**src/logic/mrtu_consts.svh**
```systemverilog
`ifndef MRTU_CONSTS_SVH
`define MRTU_CONSTS_SVH

// checksum
`define MRTU_CRC_PRESET     16'hffff
`define MRTU_CRC_POLY       16'ha001
`define MRTU_CRC_GOOD       16'h0000

// packet fields
`define MRTU_BCAST_ADDR     8'h00
`define MRTU_FC_RD_HOLD     8'h03
`define MRTU_FC_RD_INPUT    8'h04
`define MRTU_FC_EXEC        8'h05
`define MRTU_FC_STORE_ONE   8'h06
`define MRTU_FC_STORE_MANY  8'h10
`define MRTU_EXC_FLAG       8'h80
`define MRTU_EXC_BAD_FUNC   8'h01
`define MRTU_EXC_BAD_VALUE  8'h03
`define MRTU_MAX_REGS       16'h007d
`define MRTU_RD_REQ_LEN     4'h8
`define MRTU_MIN_LEN        4'h4
`define MRTU_HDR_BYTES      6

// timing
`define MRTU_CLK_PERIOD_NS  10
`define MRTU_CHAR_TIME_NS   520834
`define MRTU_DEAD_HALF_CHARS 7
`define MRTU_IDLE_CYCLES \
  ((`MRTU_CHAR_TIME_NS * `MRTU_DEAD_HALF_CHARS / 2 + `MRTU_CLK_PERIOD_NS - 1) \
   / `MRTU_CLK_PERIOD_NS)

`endif

```
**src/logic/mrtu_pkg.sv**
```systemverilog
`default_nettype none
package mrtu_pkg;
  typedef enum logic [3:0] {
    ST_RX, ST_ADDR, ST_FUNC, ST_BCNT, ST_FETCH, ST_WAIT,
    ST_HI, ST_LO, ST_EXC, ST_CRCL, ST_CRCH
  } mrtu_state_t;
endpackage
`default_nettype wire

```
**src/logic/mrtu_crc_if.sv**
```systemverilog
`timescale 1ns/10ps
`default_nettype none
interface mrtu_crc_if;
  logic        init;
  logic        en;
  logic [7:0]  data;
  logic [15:0] value;
  modport user   (output init, output en, output data, input value);
  modport engine (input init, input en, input data, output value);
endinterface
`default_nettype wire

```
**src/logic/mrtu_slave.sv**
```systemverilog
`timescale 1ns/10ps
`default_nettype none
`include "mrtu_consts.svh"
// How it works
// RL1 - checksum covers only the eight data bits
// RL2 - remainder over the sixteen-bit generator polynomial
// RL3 - feedback constant is reflected a001 hex
// RL4 - accumulator preset to ffff each packet
// RL5 - byte XORed into low accumulator byte
// RL6 - eight right shifts with conditional feedback
// RL7 - value after last byte is result
// RL8 - response checksum sent low byte first
// RL9 - accept packet only on zero remainder
// RL10 - supported codes 03, 04, 05, 06, 10; 05, 06 and 10 are accepted without any action or reply
// RL11 - codes 03 and 04 behave identically
// RL12 - read asks one to 125 registers
// RL13 - register words go high byte first
// RL14 - request: address, code, start, count, checksum
// RL15 - reply: address, code, byte count, words, checksum
// RL16 - words fetched ascending through read port
// RL17 - bad register count gets exception reply
// RL18 - packet ends after 3.5 idle characters
// RL19 - bad checksum: no action, no reply
// RL20 - broadcast only with 05, never answered
// RL21 - exception: code top bit, error byte
module mrtu_slave #(
  parameter int unsigned IDLE_CYCLES = `MRTU_IDLE_CYCLES,
  parameter int unsigned FIFO_DEPTH  = 8
) (
  // clock and reset
  input  wire logic        clk_sys,
  input  wire logic        rst_n,
  // configuration
  input  wire logic [7:0]  slave_addr,
  // received bytes
  input  wire logic        rx_valid,
  input  wire logic [7:0]  packet_byte_in,
  // transmitted bytes
  output logic             tx_valid,
  output logic [7:0]       tx_byte,
  input  wire logic        tx_ready,
  // register read port
  output logic             rd_en,
  output logic [15:0]      rd_addr,
  input  wire logic [15:0] rd_data,
  // status
  output logic             busy
);
  localparam int unsigned IW = $clog2(IDLE_CYCLES + 1);

  mrtu_pkg::mrtu_state_t state;
  mrtu_pkg::mrtu_state_t next_state;
  logic [7:0]  hdr [`MRTU_HDR_BYTES];
  logic [3:0]  rx_cnt;
  logic [IW-1:0] idle_cnt;
  logic        resp_exc;
  logic [7:0]  exc_code;
  logic [6:0]  remain;
  logic [15:0] word;
  logic [7:0]  push_byte;
  logic        fifo_in_ready;
  logic        fifo_out_valid;
  logic [7:0]  fifo_out_data;

  mrtu_crc_if crc_bus ();

  // packet decode
  wire [15:0] qty       = {hdr[4], hdr[5]};
  wire [7:0]  fc        = hdr[1];
  wire        crc_ok    = crc_bus.value == `MRTU_CRC_GOOD; // RL9
  wire        is_bcast  = hdr[0] == `MRTU_BCAST_ADDR;
  wire        addr_ok   = hdr[0] == slave_addr; // RL20
  wire        is_read   = fc == `MRTU_FC_RD_HOLD || fc == `MRTU_FC_RD_INPUT; // RL11
  wire        supported = is_read || fc == `MRTU_FC_EXEC || fc == `MRTU_FC_STORE_ONE
                          || fc == `MRTU_FC_STORE_MANY; // RL10
  wire        qty_ok    = qty != 16'h0000 && qty <= `MRTU_MAX_REGS; // RL12
  wire        rd_shape  = is_read && rx_cnt == `MRTU_RD_REQ_LEN; // RL14
  // dead time: rx_valid in the same cycle extends the packet instead
  wire        frame_end = state == mrtu_pkg::ST_RX && !rx_valid && rx_cnt != 4'h0
                          && idle_cnt == IW'(IDLE_CYCLES - 1); // RL18
  wire        accept    = frame_end && crc_ok && addr_ok && rx_cnt >= `MRTU_MIN_LEN; // RL9 RL19
  wire        go_read   = accept && rd_shape && qty_ok;
  wire        go_exc    = accept && (!supported || (rd_shape && !qty_ok)); // RL17 RL21
  wire        push_st   = state inside {mrtu_pkg::ST_ADDR, mrtu_pkg::ST_FUNC,
                          mrtu_pkg::ST_BCNT, mrtu_pkg::ST_HI, mrtu_pkg::ST_LO,
                          mrtu_pkg::ST_EXC, mrtu_pkg::ST_CRCL, mrtu_pkg::ST_CRCH};
  wire        push      = push_st && fifo_in_ready;
  wire        crc_st    = state == mrtu_pkg::ST_CRCL || state == mrtu_pkg::ST_CRCH;
  wire        fifo_take = !tx_valid || tx_ready;

  // the checksum engine is shared: the link is half duplex
  assign crc_bus.init = (state == mrtu_pkg::ST_RX && rx_valid && rx_cnt == 4'h0)
                        || go_read || go_exc; // RL4
  assign crc_bus.en   = (state == mrtu_pkg::ST_RX && rx_valid) || (push && !crc_st); // RL1
  assign crc_bus.data = state == mrtu_pkg::ST_RX ? packet_byte_in : push_byte;

  always_comb begin
    case (state)
      mrtu_pkg::ST_ADDR: push_byte = hdr[0]; // RL15
      mrtu_pkg::ST_FUNC: push_byte = resp_exc ? (fc | `MRTU_EXC_FLAG) : fc; // RL21
      mrtu_pkg::ST_BCNT: push_byte = {hdr[5][6:0], 1'b0}; // RL15
      mrtu_pkg::ST_HI:   push_byte = word[15:8]; // RL13
      mrtu_pkg::ST_LO:   push_byte = word[7:0]; // RL13
      mrtu_pkg::ST_EXC:  push_byte = exc_code; // RL21
      mrtu_pkg::ST_CRCL: push_byte = crc_bus.value[7:0]; // RL8
      mrtu_pkg::ST_CRCH: push_byte = crc_bus.value[15:8]; // RL8
      default:           push_byte = 8'h00;
    endcase
  end

  always_comb begin
    next_state = state;
    case (state)
      mrtu_pkg::ST_RX: begin
        if (go_read || go_exc) next_state = mrtu_pkg::ST_ADDR;
      end
      mrtu_pkg::ST_ADDR: begin
        if (push) next_state = mrtu_pkg::ST_FUNC;
      end
      mrtu_pkg::ST_FUNC: begin
        if (push) next_state = resp_exc ? mrtu_pkg::ST_EXC : mrtu_pkg::ST_BCNT;
      end
      mrtu_pkg::ST_BCNT: begin
        if (push) next_state = mrtu_pkg::ST_FETCH;
      end
      mrtu_pkg::ST_FETCH: next_state = mrtu_pkg::ST_WAIT;
      mrtu_pkg::ST_WAIT:  next_state = mrtu_pkg::ST_HI;
      mrtu_pkg::ST_HI: begin
        if (push) next_state = mrtu_pkg::ST_LO;
      end
      mrtu_pkg::ST_LO: begin
        if (push) next_state = remain == 7'h00 ? mrtu_pkg::ST_CRCL : mrtu_pkg::ST_FETCH; // RL7
      end
      mrtu_pkg::ST_EXC: begin
        if (push) next_state = mrtu_pkg::ST_CRCL;
      end
      mrtu_pkg::ST_CRCL: begin
        if (push) next_state = mrtu_pkg::ST_CRCH; // RL8
      end
      mrtu_pkg::ST_CRCH: begin
        if (push) next_state = mrtu_pkg::ST_RX;
      end
      default: next_state = mrtu_pkg::ST_RX;
    endcase
  end

  always_ff @(posedge clk_sys or negedge rst_n) begin
    if (!rst_n) begin
      state <= mrtu_pkg::ST_RX;
      busy  <= 1'b0;
    end else begin
      state <= next_state;
      busy  <= next_state != mrtu_pkg::ST_RX;
    end
  end

  // receive side; bytes arriving while answering are dropped
  always_ff @(posedge clk_sys or negedge rst_n) begin
    if (!rst_n) begin
      rx_cnt   <= 4'h0;
      idle_cnt <= '0;
      for (int b = 0; b < `MRTU_HDR_BYTES; b++) hdr[b] <= 8'h00;
    end else if (state != mrtu_pkg::ST_RX || frame_end) begin
      rx_cnt   <= 4'h0;
      idle_cnt <= '0;
    end else if (rx_valid) begin
      if (rx_cnt < 4'(`MRTU_HDR_BYTES)) hdr[rx_cnt[2:0]] <= packet_byte_in; // RL14
      if (rx_cnt != 4'hf) rx_cnt <= rx_cnt + 4'h1;
      idle_cnt <= '0;
    end else if (rx_cnt != 4'h0) begin
      idle_cnt <= idle_cnt + 1'b1; // RL18
    end
  end

  // response bookkeeping and register fetch
  always_ff @(posedge clk_sys or negedge rst_n) begin
    if (!rst_n) begin
      resp_exc <= 1'b0;
      exc_code <= 8'h00;
      remain   <= 7'h00;
      rd_addr  <= 16'h0000;
      rd_en    <= 1'b0;
      word     <= 16'h0000;
    end else begin
      rd_en <= state == mrtu_pkg::ST_FETCH; // RL16
      if (go_read || go_exc) begin
        resp_exc <= go_exc;
        exc_code <= supported ? `MRTU_EXC_BAD_VALUE : `MRTU_EXC_BAD_FUNC; // RL17 RL21
        remain   <= qty[6:0];
        rd_addr  <= {hdr[2], hdr[3]};
      end
      if (state == mrtu_pkg::ST_FETCH) remain <= remain - 7'h01;
      if (state == mrtu_pkg::ST_WAIT) begin
        word    <= rd_data; // RL16
        rd_addr <= rd_addr + 16'h0001; // RL16
      end
    end
  end

  mrtu_crc u_crc (
    .clk_sys (clk_sys),
    .rst_n   (rst_n),
    .crc     (crc_bus.engine)
  );

  // the fifo decouples the byte builder from a slow serialiser
  mrtu_fifo #(.WIDTH(8), .DEPTH(FIFO_DEPTH)) u_fifo (
    .clk_sys   (clk_sys),
    .rst_n     (rst_n),
    .in_valid  (push_st),
    .in_ready  (fifo_in_ready),
    .in_data   (push_byte),
    .out_valid (fifo_out_valid),
    .out_ready (fifo_take),
    .out_data  (fifo_out_data)
  );

  // output stage keeps tx pins registered
  always_ff @(posedge clk_sys or negedge rst_n) begin
    if (!rst_n) begin
      tx_valid <= 1'b0;
      tx_byte  <= 8'h00;
    end else if (fifo_take) begin
      tx_valid <= fifo_out_valid;
      if (fifo_out_valid) tx_byte <= fifo_out_data;
    end
  end
endmodule
`default_nettype wire

```
**src/logic/mrtu_crc.sv**
```systemverilog
`timescale 1ns/10ps
`default_nettype none
`include "mrtu_consts.svh"
module mrtu_crc (
  // clock and reset
  input  wire logic clk_sys,
  input  wire logic rst_n,
  // byte stream
  mrtu_crc_if.engine crc
);
  logic [15:0] acc;
  logic [15:0] base;
  logic [15:0] stepped;

  // only data bits ever reach here, the serial framing is stripped upstream
  function automatic logic [15:0] crc_step(input logic [15:0] a, input logic [7:0] d);
    logic [15:0] r;
    r = a ^ {8'h00, d}; // RL5
    for (int k = 0; k < 8; k++) begin
      r = r[0] ? ((r >> 1) ^ `MRTU_CRC_POLY) : (r >> 1); // RL2 RL3 RL6
    end
    return r;
  endfunction

  assign base    = crc.init ? `MRTU_CRC_PRESET : acc; // RL4
  assign stepped = crc_step(base, crc.data); // RL1
  assign crc.value = acc; // RL7

  always_ff @(posedge clk_sys or negedge rst_n) begin
    if (!rst_n) begin
      acc <= `MRTU_CRC_PRESET;
    end else if (crc.en) begin
      acc <= stepped;
    end else if (crc.init) begin
      acc <= `MRTU_CRC_PRESET;
    end
  end
endmodule
`default_nettype wire

```
**src/logic/mrtu_fifo.sv**
```systemverilog
`timescale 1ns/10ps
`default_nettype none
module mrtu_fifo #(
  parameter int unsigned WIDTH = 8,
  parameter int unsigned DEPTH = 8
) (
  // clock and reset
  input  wire logic             clk_sys,
  input  wire logic             rst_n,
  // fill side
  input  wire logic             in_valid,
  output logic                  in_ready,
  input  wire logic [WIDTH-1:0] in_data,
  // drain side
  output logic                  out_valid,
  input  wire logic             out_ready,
  output logic [WIDTH-1:0]      out_data
);
  localparam int unsigned AW = $clog2(DEPTH);
  logic [WIDTH-1:0] mem [DEPTH];
  logic [AW:0]      wr_ptr;
  logic [AW:0]      rd_ptr;
  wire              full  = (wr_ptr[AW] != rd_ptr[AW]) && (wr_ptr[AW-1:0] == rd_ptr[AW-1:0]);
  wire              empty = (wr_ptr == rd_ptr);
  wire              wr_go = in_valid && !full;
  wire              rd_go = out_ready && !empty;

  assign in_ready  = !full;
  assign out_valid = !empty;
  assign out_data  = mem[rd_ptr[AW-1:0]];

  genvar e;
  generate
    for (e = 0; e < DEPTH; e++) begin : g_entry
      always_ff @(posedge clk_sys or negedge rst_n) begin
        if (!rst_n) begin
          mem[e] <= '0;
        end else if (wr_go && wr_ptr[AW-1:0] == AW'(e)) begin
          mem[e] <= in_data;
        end
      end
    end
  endgenerate

  always_ff @(posedge clk_sys or negedge rst_n) begin
    if (!rst_n) begin
      wr_ptr <= '0;
      rd_ptr <= '0;
    end else begin
      if (wr_go) wr_ptr <= wr_ptr + 1'b1;
      if (rd_go) rd_ptr <= rd_ptr + 1'b1;
    end
  end
endmodule
`default_nettype wire

```
**config.mk**
```make
export PLATFORM = sky130hd
export DESIGN_NAME = mrtu_slave
export DESIGN_NICKNAME = d
export VERILOG_FILES = /design/src/logic/mrtu_pkg.sv /design/src/logic/mrtu_crc_if.sv /design/src/logic/mrtu_slave.sv /design/src/logic/mrtu_crc.sv /design/src/logic/mrtu_fifo.sv
export VERILOG_INCLUDE_DIRS = /design/src /design/src/logic
export SDC_FILE = /design/constraint.sdc
export NUM_CORES = 1
export LEC_CHECK = 0
export BUFFER_PORTS_ARGS = -buffer_cell sky130_fd_sc_hd__buf_2
export CELL_PAD_IN_SITES_DETAIL_PLACEMENT = 1
export CELL_PAD_IN_SITES_GLOBAL_PLACEMENT = 1
export CORE_ASPECT_RATIO = 1.75
export CORE_UTILIZATION = 40
export DETAILED_ROUTE_END_ITERATION = 8
export MAX_ROUTING_LAYER = met4
export PLACE_DENSITY_LB_ADDON = 0.2
export SLEW_MARGIN = 10
export SYNTH_ARGS = -nofsm -noshare
export SYNTH_HDL_FRONTEND = slang
export SYNTH_SLANG_ARGS = --single-unit
export TNS_END_PERCENT = 20
```
**constraint.sdc**
```tcl
create_clock -name clk_sys -period 3.8 [get_ports clk_sys]
set_input_delay 0.38 -clock clk_sys [delete_from_list [all_inputs] [get_ports clk_sys]]
set_output_delay 0.38 -clock clk_sys [all_outputs]
set_load 0.01 [all_outputs]
```
==> results of run 1 <==
[stage by stage]
step           instance area, um^2  worst slack, ps
2_1_floorplan                10900              552
3_3_place_gp                 11700              358
3_5_place_dp                 11700              288
4_1_cts                      12400              193
5_1_grt                      12400             12.1
6_report                     12400              210
[registers in the layout, summed over array words and instances (netlist names), 7 cells and up]
name,cells
rd_addr,16
u_crc.crc.value,16
fc,8
u_fifo.mem,64
remain,7
idle_cnt,18
hdr,40
tx_byte,8
word,16
[logic make-up after synthesis]
family	Yosys count	synth area share
AO/OA/AOI/OAI	202	0.112
XOR/XNOR	56	0.0471
adder cells (fa/ha/maj)	12	0.0138
buffers and inverters	79	0.0322
flip-flops	215	0.497
multiplexers	100	0.118
AND/OR/NAND/NOR	413	0.180
[worst max-delay path, stage by stage, from the launching register on]
cell      delay [ps]
dfrtp_1          450
clkinv_1         210
ha_1             300
and3b_1          210
o221ai_1         180
o211ai_1         140
nand3_1          130
buf_4            340
inv_1            310
nor2_1           440
nand3_1          200
or4_1            520
[synthesized netlist by cell type, types with 3 or more instances]
master	count
mux2i_1	22
o2bb2ai_1	3
or2_2	3
o22ai_1	10
or4bb_1	3
inv_1	18
nand2b_1	9
nand2_1	148
ha_1	12
nand3_1	40
a21oi_1	64
and2_1	4
nor4_1	12
o221a_2	5
or3_1	4
nor2b_1	9
dfrtp_1	199
o21ai_0	72
mux2_2	62
nand4_1	15
xor2_1	26
dfstp_2	16
nand3b_1	5
o21ai_1	3
nor2_1	118
buf_6	3
xnor2_1	28
mux4_2	16
nand4b_1	3
clkbuf_1	39
buf_2	10
a211oi_1	7
or3b_1	3
and3_1	8
a31oi_1	7
buf_1	5
nor3_1	13
o211ai_1	7
[power by group]
part / switching (mW) / internal (mW) / leakage, nW / total [mW]
Sequential: 0.744 / 3.13 / 2.71 / 3.88
Combinational: 2.60 / 2.06 / 2.49 / 4.66
Clock: 0.924 / 1.28 / 0.354 / 2.20
[area by class of cell]
cell class	instances	area, um^2
clock buffer	39	717
clock inverter	2	16.3
fill	3010	14300
inverter	19	71.3
multi-input combinational	783	5140
sequential	215	5400
tap	324	405
timing repair buffer	109	688
[routing by layer]
| metal | global-route usage | share of wire |
|---|---|---|
| met5 | - | 0 |
| met3 | 0.0211 | 0.022 |
| met4 | 0.124 | 0.052 |
| met1 | 0.263 | 0.38 |
| met2 | 0.453 | 0.54 |
[how the worst max path moves through the flow]
stage	from	endpoint	cells past startpoint
after global routing	rx_cnt[0]$_DFFE_PN0P_	busy$_DFF_PN0_	11
after global placement	rx_cnt[0]$_DFFE_PN0P_	busy$_DFF_PN0_	11
after detailed placement	rx_cnt[0]$_DFFE_PN0P_	busy$_DFF_PN0_	11
after CTS	rx_cnt[0]$_DFFE_PN0P_	busy$_DFF_PN0_	11
final	rx_cnt[0]$_DFFE_PN0P_	busy$_DFF_PN0_	11
after floorplan	rx_cnt[1]$_DFFE_PN0P_	u_crc.crc.value[0]$_DFF_PN1_	14
[layout by cell type, fill, tap and decap left out, types with 16 or more instances in the layout]
cell type / n
nand3_1: 40
mux4_2: 16
dfstp_2: 16
inv_1: 18
buf_2: 61
buf_4: 45
o21ai_0: 72
dfrtp_1: 199
xnor2_1: 28
a21oi_1: 64
mux2_2: 62
clkbuf_16: 24
nand2_1: 148
xor2_1: 26
nor2_1: 118
mux2i_1: 22
[repair_timing]
action | in CTS | in global routing
hold buffers | 1 | 0
hold endpoints to repair | 79 | 0
buffers inserted | 0 | 0
==> summary.txt, run 1 <==
Status
  – Status: completed

STA
  – Finish-stage setup viols: 0
  – Fmax: roughly 0.28 GHz
  – Hold Vio Cnt, Final: 0
  – Tmin final: between 3000 and 4000 ps
  – Slew margin rel.: 0.384
  – Worst Skew: about 17 ps
  – Worst Hold Margin: roughly 45 ps
  – Final max-slew violation count: 0
  – Tcrit/Tclk final: 0.945
  – Worst Max-Slew Pin Slew: about 920 ps
  – RSZ-0062 raised after global routing: no
  – Total Negative Setup Slacks: 0 ps

Clocking
  – Post_cts resized: 0
  – Clk buf depth: 3
  – CTS buffer count: 23
  – TritonCTS clock tree: done
  – Worst skew pair latency: 520 ps
  – Root Buffer: clkbuf_16
  – Clock sinks: 215
  – H-tree depth: 1
  – Clock slew seen by the registers of the worst setup and hold paths: around 60 ps

Worst setup path
  – Reg2reg path depth: 11
  – Worst-path fanout max: 30
  – RR Endpoint: busy$_DFF_PN0_
  – CP Class: register to register
  – Critical path startpoint category: register
  – R2R setup slack: 210 ps
  – Req. time, crit path: around 4200 ps
  – RR Startpoint: rx_cnt[0]$_DFFE_PN0P_
  – Crit path DAT: around 4000 ps
  – Critical Path End Type: register

Logic synthesis
  – Top post-synthesis cells by area: dfrtp_1 (46%), mux2_2 (6.4%), nand2_1 (5.1%)
  – Avg Synthesized Cell Area: roughly 10 um^2
  – Top-area cell type share of the netlist area: 0.458
  – Top FF cell, synth: dfrtp_1
  – Sequential fraction of the synthesis area: 0.497
  – Synthesized flop and latch total: ~220
  – Post-synth top area cell: dfrtp_1
  – Ys Warns: 0
  – Count of flip-flops with a built-in enable after synthesis: 0
  – Yosys cell types: 73
  – Synthesized netlist cell count: between 1000 and 1500
  – Asr flop ratio synth: 1.00
  – Post-Syn Area: ~0.011 mm^2
  – Mapped Nets: roughly 1100

Global route
  – Total track usage: 0.246
  – Global-route wire length before repair: 51.0 mm
  – Number of global-route vias before repair: between 9000 and 10000
  – Gr ovfl total: 0
  – Antenna violations before repair: 0
  – Largest net degree at the start of global routing: between 90 and 100

Floorplanning
  – Row cnt: 79
  – I/O Pins: 63
  – Die height: around 220 um
  – DIE WIDTH: 127 um
  – Starting Density: 0.407
  – Core ar.: about 0.027 mm^2
  – Die area: roughly 0.028 mm^2

Drt
  – Final ANT Viol Nets: 0
  – Vias: between 8000 and 9000
  – DRT iter0 DRCs: around 380
  – Detailed-router iteration count before antenna repair: 6
  – Drt via density: roughly 5.6
  – Avg WL per Cell: between 20 and 25 um
  – Wirelength, routed: around 31 mm
  – Residual DRC: 0

Worst hold path
  – Hold Path Stages: 3
  – Min-delay src: rd_data[11]
  – Hold crit path type: input port to register
  – End of the worst hold path: word[11]$_DFFE_PN0P_

Cells and area
  – Share of cells above drive strength 1: 0.219
  – Core Util, Final: 0.466
  – Number of diodes: 0
  – Layout area overhead: 14.4%
  – Non-Filler Instances: roughly 1500
  – Final nets: between 1000 and 1500

Placed design
  – GPL Wtd Cong: 0.875
  – Cells after DPL: around 1400
  – Hpwl dp: approximately 23 mm
  – I/O Buffers: between 60 and 70

Job
  – Maximum capacitance violations: 0

Pwr
  – Leak: 5.55 nW
  – Tot Pwr: 10.7 mW
  – PwrDens: 864 mW/mm^2
  – Worst vdd ir: between 0.4 and 0.5 mV
Power figures use the tool's default switching activity.
==> run 2: changes to the inputs <==
--- a/config.mk
+++ b/config.mk
@@ -7,6 +7,7 @@
 export NUM_CORES = 1
 export LEC_CHECK = 0
 export BUFFER_PORTS_ARGS = -buffer_cell sky130_fd_sc_hd__buf_2
+export CAP_MARGIN = 20
 export CELL_PAD_IN_SITES_DETAIL_PLACEMENT = 1
 export CELL_PAD_IN_SITES_GLOBAL_PLACEMENT = 1
 export CORE_ASPECT_RATIO = 1.75
@@ -14,6 +15,7 @@
 export DETAILED_ROUTE_END_ITERATION = 8
 export MAX_ROUTING_LAYER = met4
 export PLACE_DENSITY_LB_ADDON = 0.2
+export REMOVE_ABC_BUFFERS = 1
 export SLEW_MARGIN = 10
 export SYNTH_ARGS = -nofsm -noshare
 export SYNTH_HDL_FRONTEND = slang
==> run 2 against run 1 <==
Via count is 0.26% higher; register-to-register slack better by 140 ps; sequential cell count stayed put; critical path depth stayed put; non-clock buffer count is 6 lower; hold slack worse by 7.1 ps; combinational power is 1% lower; largest power group unchanged; highest routed layer unchanged.
==> summary.txt, run 2 (synthesis gave the netlist of run 1 again) <==
Worst setup path
  – Crit path largest cell delay: 830 ps (+310 ps)
  – Worst-path fanout max: 22 (-27%)
  – CP Class: register to register
  – Critical path startpoint category: register
  – Crit-path cells: buf_4, nand2b_1, a21oi_1, a2111oi_2, o21ai_1, a31oi_1, xnor2_1, xnor3_1, xnor2_2, o221a_1, nand2_1
  – Slowest CP cell: dfrtp_1
  – Req. time, crit path: 4260 ps (+70 ps)
  – Critical Path End Type: register
  – Crit path DAT: 3920 ps (-60 ps)

Global route
  – Global-route wire length before repair: 52.0 mm (+1.9%)
  – Number of global-route vias before repair: 9237 (+2.3%)
  – Largest net degree at the start of global routing: 107 (+8.1%)
  – Gr ovfl total: 0 (unchanged)
  – Total track usage: 0.251 (+0.00437)
  – Antenna violations before repair: 0 (unchanged)

Status
  – Status: completed

Floorplanning
  – Row cnt: 79 (unchanged)
  – DIE WIDTH: 127 um (unchanged)
  – Die area: 0.0279 mm^2 (unchanged)
  – Starting Density: 0.407 (unchanged)
  – Die height: 220 um (unchanged)
  – I/O Pins: 63 (unchanged)
  – Core ar.: 0.0267 mm^2 (unchanged)

Cells and area
  – Non-Filler Instances: 1485 (-0.40%)
  – Most frequent cells in the layout: dfrtp_1 (199), nand2_1 (148), nor2_1 (118)
  – Core Util, Final: 0.471 (+0.00469)
  – Largest Register: u_fifo.mem
  – Number of diodes: 0 (unchanged)
  – Layout area overhead: 15.6%
  – Share of cells above drive strength 1: 0.220 (+0.00199)
  – Max reg flops: 64 (unchanged)
  – Final nets: 1193 (-0.50%)
  – Biggest regs: u_fifo.mem (64), hdr (40), idle_cnt (18)
  – Filler Cell Count: 3016 (+0.20%)
  – Commonest non-fill, non-tap cell in the layout: dfrtp_1

Worst hold path
  – Hold crit path type: input port to register

Clocking
  – Clk buf depth: 3 (unchanged)
  – Root Buffer: clkbuf_16
  – CTS Hold Bufs: 1 (unchanged)
  – Clock sinks: 215 (unchanged)
  – Post_cts resized: 0 (unchanged)
  – CTS buffer count: 23 (unchanged)
  – TritonCTS clock tree: done
  – Post CTS Setup Buffer Count: 0 (unchanged)
  – Worst skew pair latency: 530 ps (about the same)
  – Clock slew seen by the registers of the worst setup and hold paths: 70 ps (about the same)
  – H-tree depth: 1 (unchanged)

STA
  – Worst Max-Slew Pin Slew: 895 ps (-27.0 ps)
  – RSZ-0062 raised after global routing: no
  – Final max-slew violation count: 0 (unchanged)
  – Hold Vio Cnt, Final: 0 (unchanged)
  – Tcrit/Tclk final: 0.909 (-0.0358)
  – Slew margin rel.: 0.403 (+0.0196)
  – Tmin final: 3450 ps (-136 ps)
  – Finish-stage setup viols: 0 (unchanged)
  – Fmax: 0.289 GHz (+3.9%)
  – Worst Skew: 12.7 ps (-3.95 ps)

Drt
  – Avg WL per Cell: 21.6 um (+2.5%)
  – Vias: 8381 (+0.26%)
  – Wirelength, routed: 32.1 mm (+2.0%)
  – DRT iter0 DRCs: 304 (-21%)
  – Detailed-router iteration count before antenna repair: 4 (-2)
  – Drt via density: 5.64 (+0.67%)
  – Final ANT Viol Nets: 0 (unchanged)
  – Residual DRC: 0 (unchanged)

Pwr
  – Leak: 5.60 nW (+0.96%)
  – Tot Pwr: 11.2 mW (+4.1%)
  – Worst vdd ir: 0.519 mV (+27%)
  – PwrDens: 890 mW/mm^2 (+3.1%)

Placed design
  – Cells after DPL: 1443 (-0.41%)
  – Hpwl dp: 23.0 mm (-0.17%)
  – GPL Wtd Cong: 0.901 (+3.0%)
  – I/O Buffers: 62 (unchanged)

Job
  – Maximum capacitance violations: 0 (unchanged)
==> run 2: cell count changes in the layout (fill, tap and decap cells not counted) <==
cell	change
clkinv_8	+1
clkbuf_16	-1
clkinv_2	+3
buf_4	-6
clkbuf_1	-7
bufinv_16	+8
clkinv_4	-1
clkbuf_8	-3
==> run 2: stage by stage <==
step / instance area [um^2] / setup slack, ps / hold WS, ps / setup TNS [ps]
4_1_cts: 12600 / 357 / 26.5 / 0
6_report: 12600 / 346 / 38.3 / 0
3_3_place_gp: 11600 / 445 / 456 / 0
3_5_place_dp: 11600 / 356 / 465 / 0
2_1_floorplan: 10600 / -584 / 84.4 / -7940
5_1_grt: 12600 / 84.5 / 48.8 / 0
==> run 2: report_power, final <==
part | total [mW] | internal (mW) | switching (mW)
Sequential | 3.87 | 3.13 | 0.741
Combinational | 4.61 | 2.04 | 2.57
Clock | 2.70 | 1.72 | 0.984
Total | 11.2 | 6.89 | 4.30
==> run 2: area by class of cell <==
cell class                      count  area (um^2)  area share
Sequential cell                   215         5400       0.430
Tap cell                          324          405      0.0323
Timing Repair Buffer              103          643      0.0512
Multi-Input combinational cell    783         5140       0.409
Clock buffer                       28          624      0.0497
Clock inverter                     13          279      0.0222
Inverter                           19         71.3     0.00568
==> run 2: metal layers <==
layer  vias to the layer above  part of all wire  GRT usage
met5                         -                 0          -
met4                         0             0.043      0.114
met3                        83             0.026     0.0267
met2                       165              0.54      0.456
met1                      4207              0.40      0.274
li1                       3926                 -          -
==> run 2: critical path, delay by kind of cell, from the launching register on <==
kind | cells | cell delay (ps)
buffers and inverters | 1 | 280
XOR/XNOR | 3 | 910
AND/OR/NAND/NOR | 2 | 230
AO/OA/AOI/OAI | 5 | 1150
flip-flops | 1 | 830
==> run 2: final timing paths <==
kind,start,to,slack [ps],depth (start not counted)
worst max-delay path,state[3]$_DFF_PN0_,u_crc.crc.value[0]$_DFF_PN1_,350,11
worst min register to register,tx_byte[6]$_DFFE_PN0P_,tx_byte[6]$_DFFE_PN0P_,470,2
worst min-delay path,rd_data[9],word[9]$_DFFE_PN0P_,40,3
max in group asynchronous,rst_n,u_crc.crc.value[15]$_DFF_PN1_,2270,3
worst max register to register,state[3]$_DFF_PN0_,u_crc.crc.value[0]$_DFF_PN1_,350,11
min in group asynchronous,rst_n,tx_valid$_DFFE_PN0N_,440,2
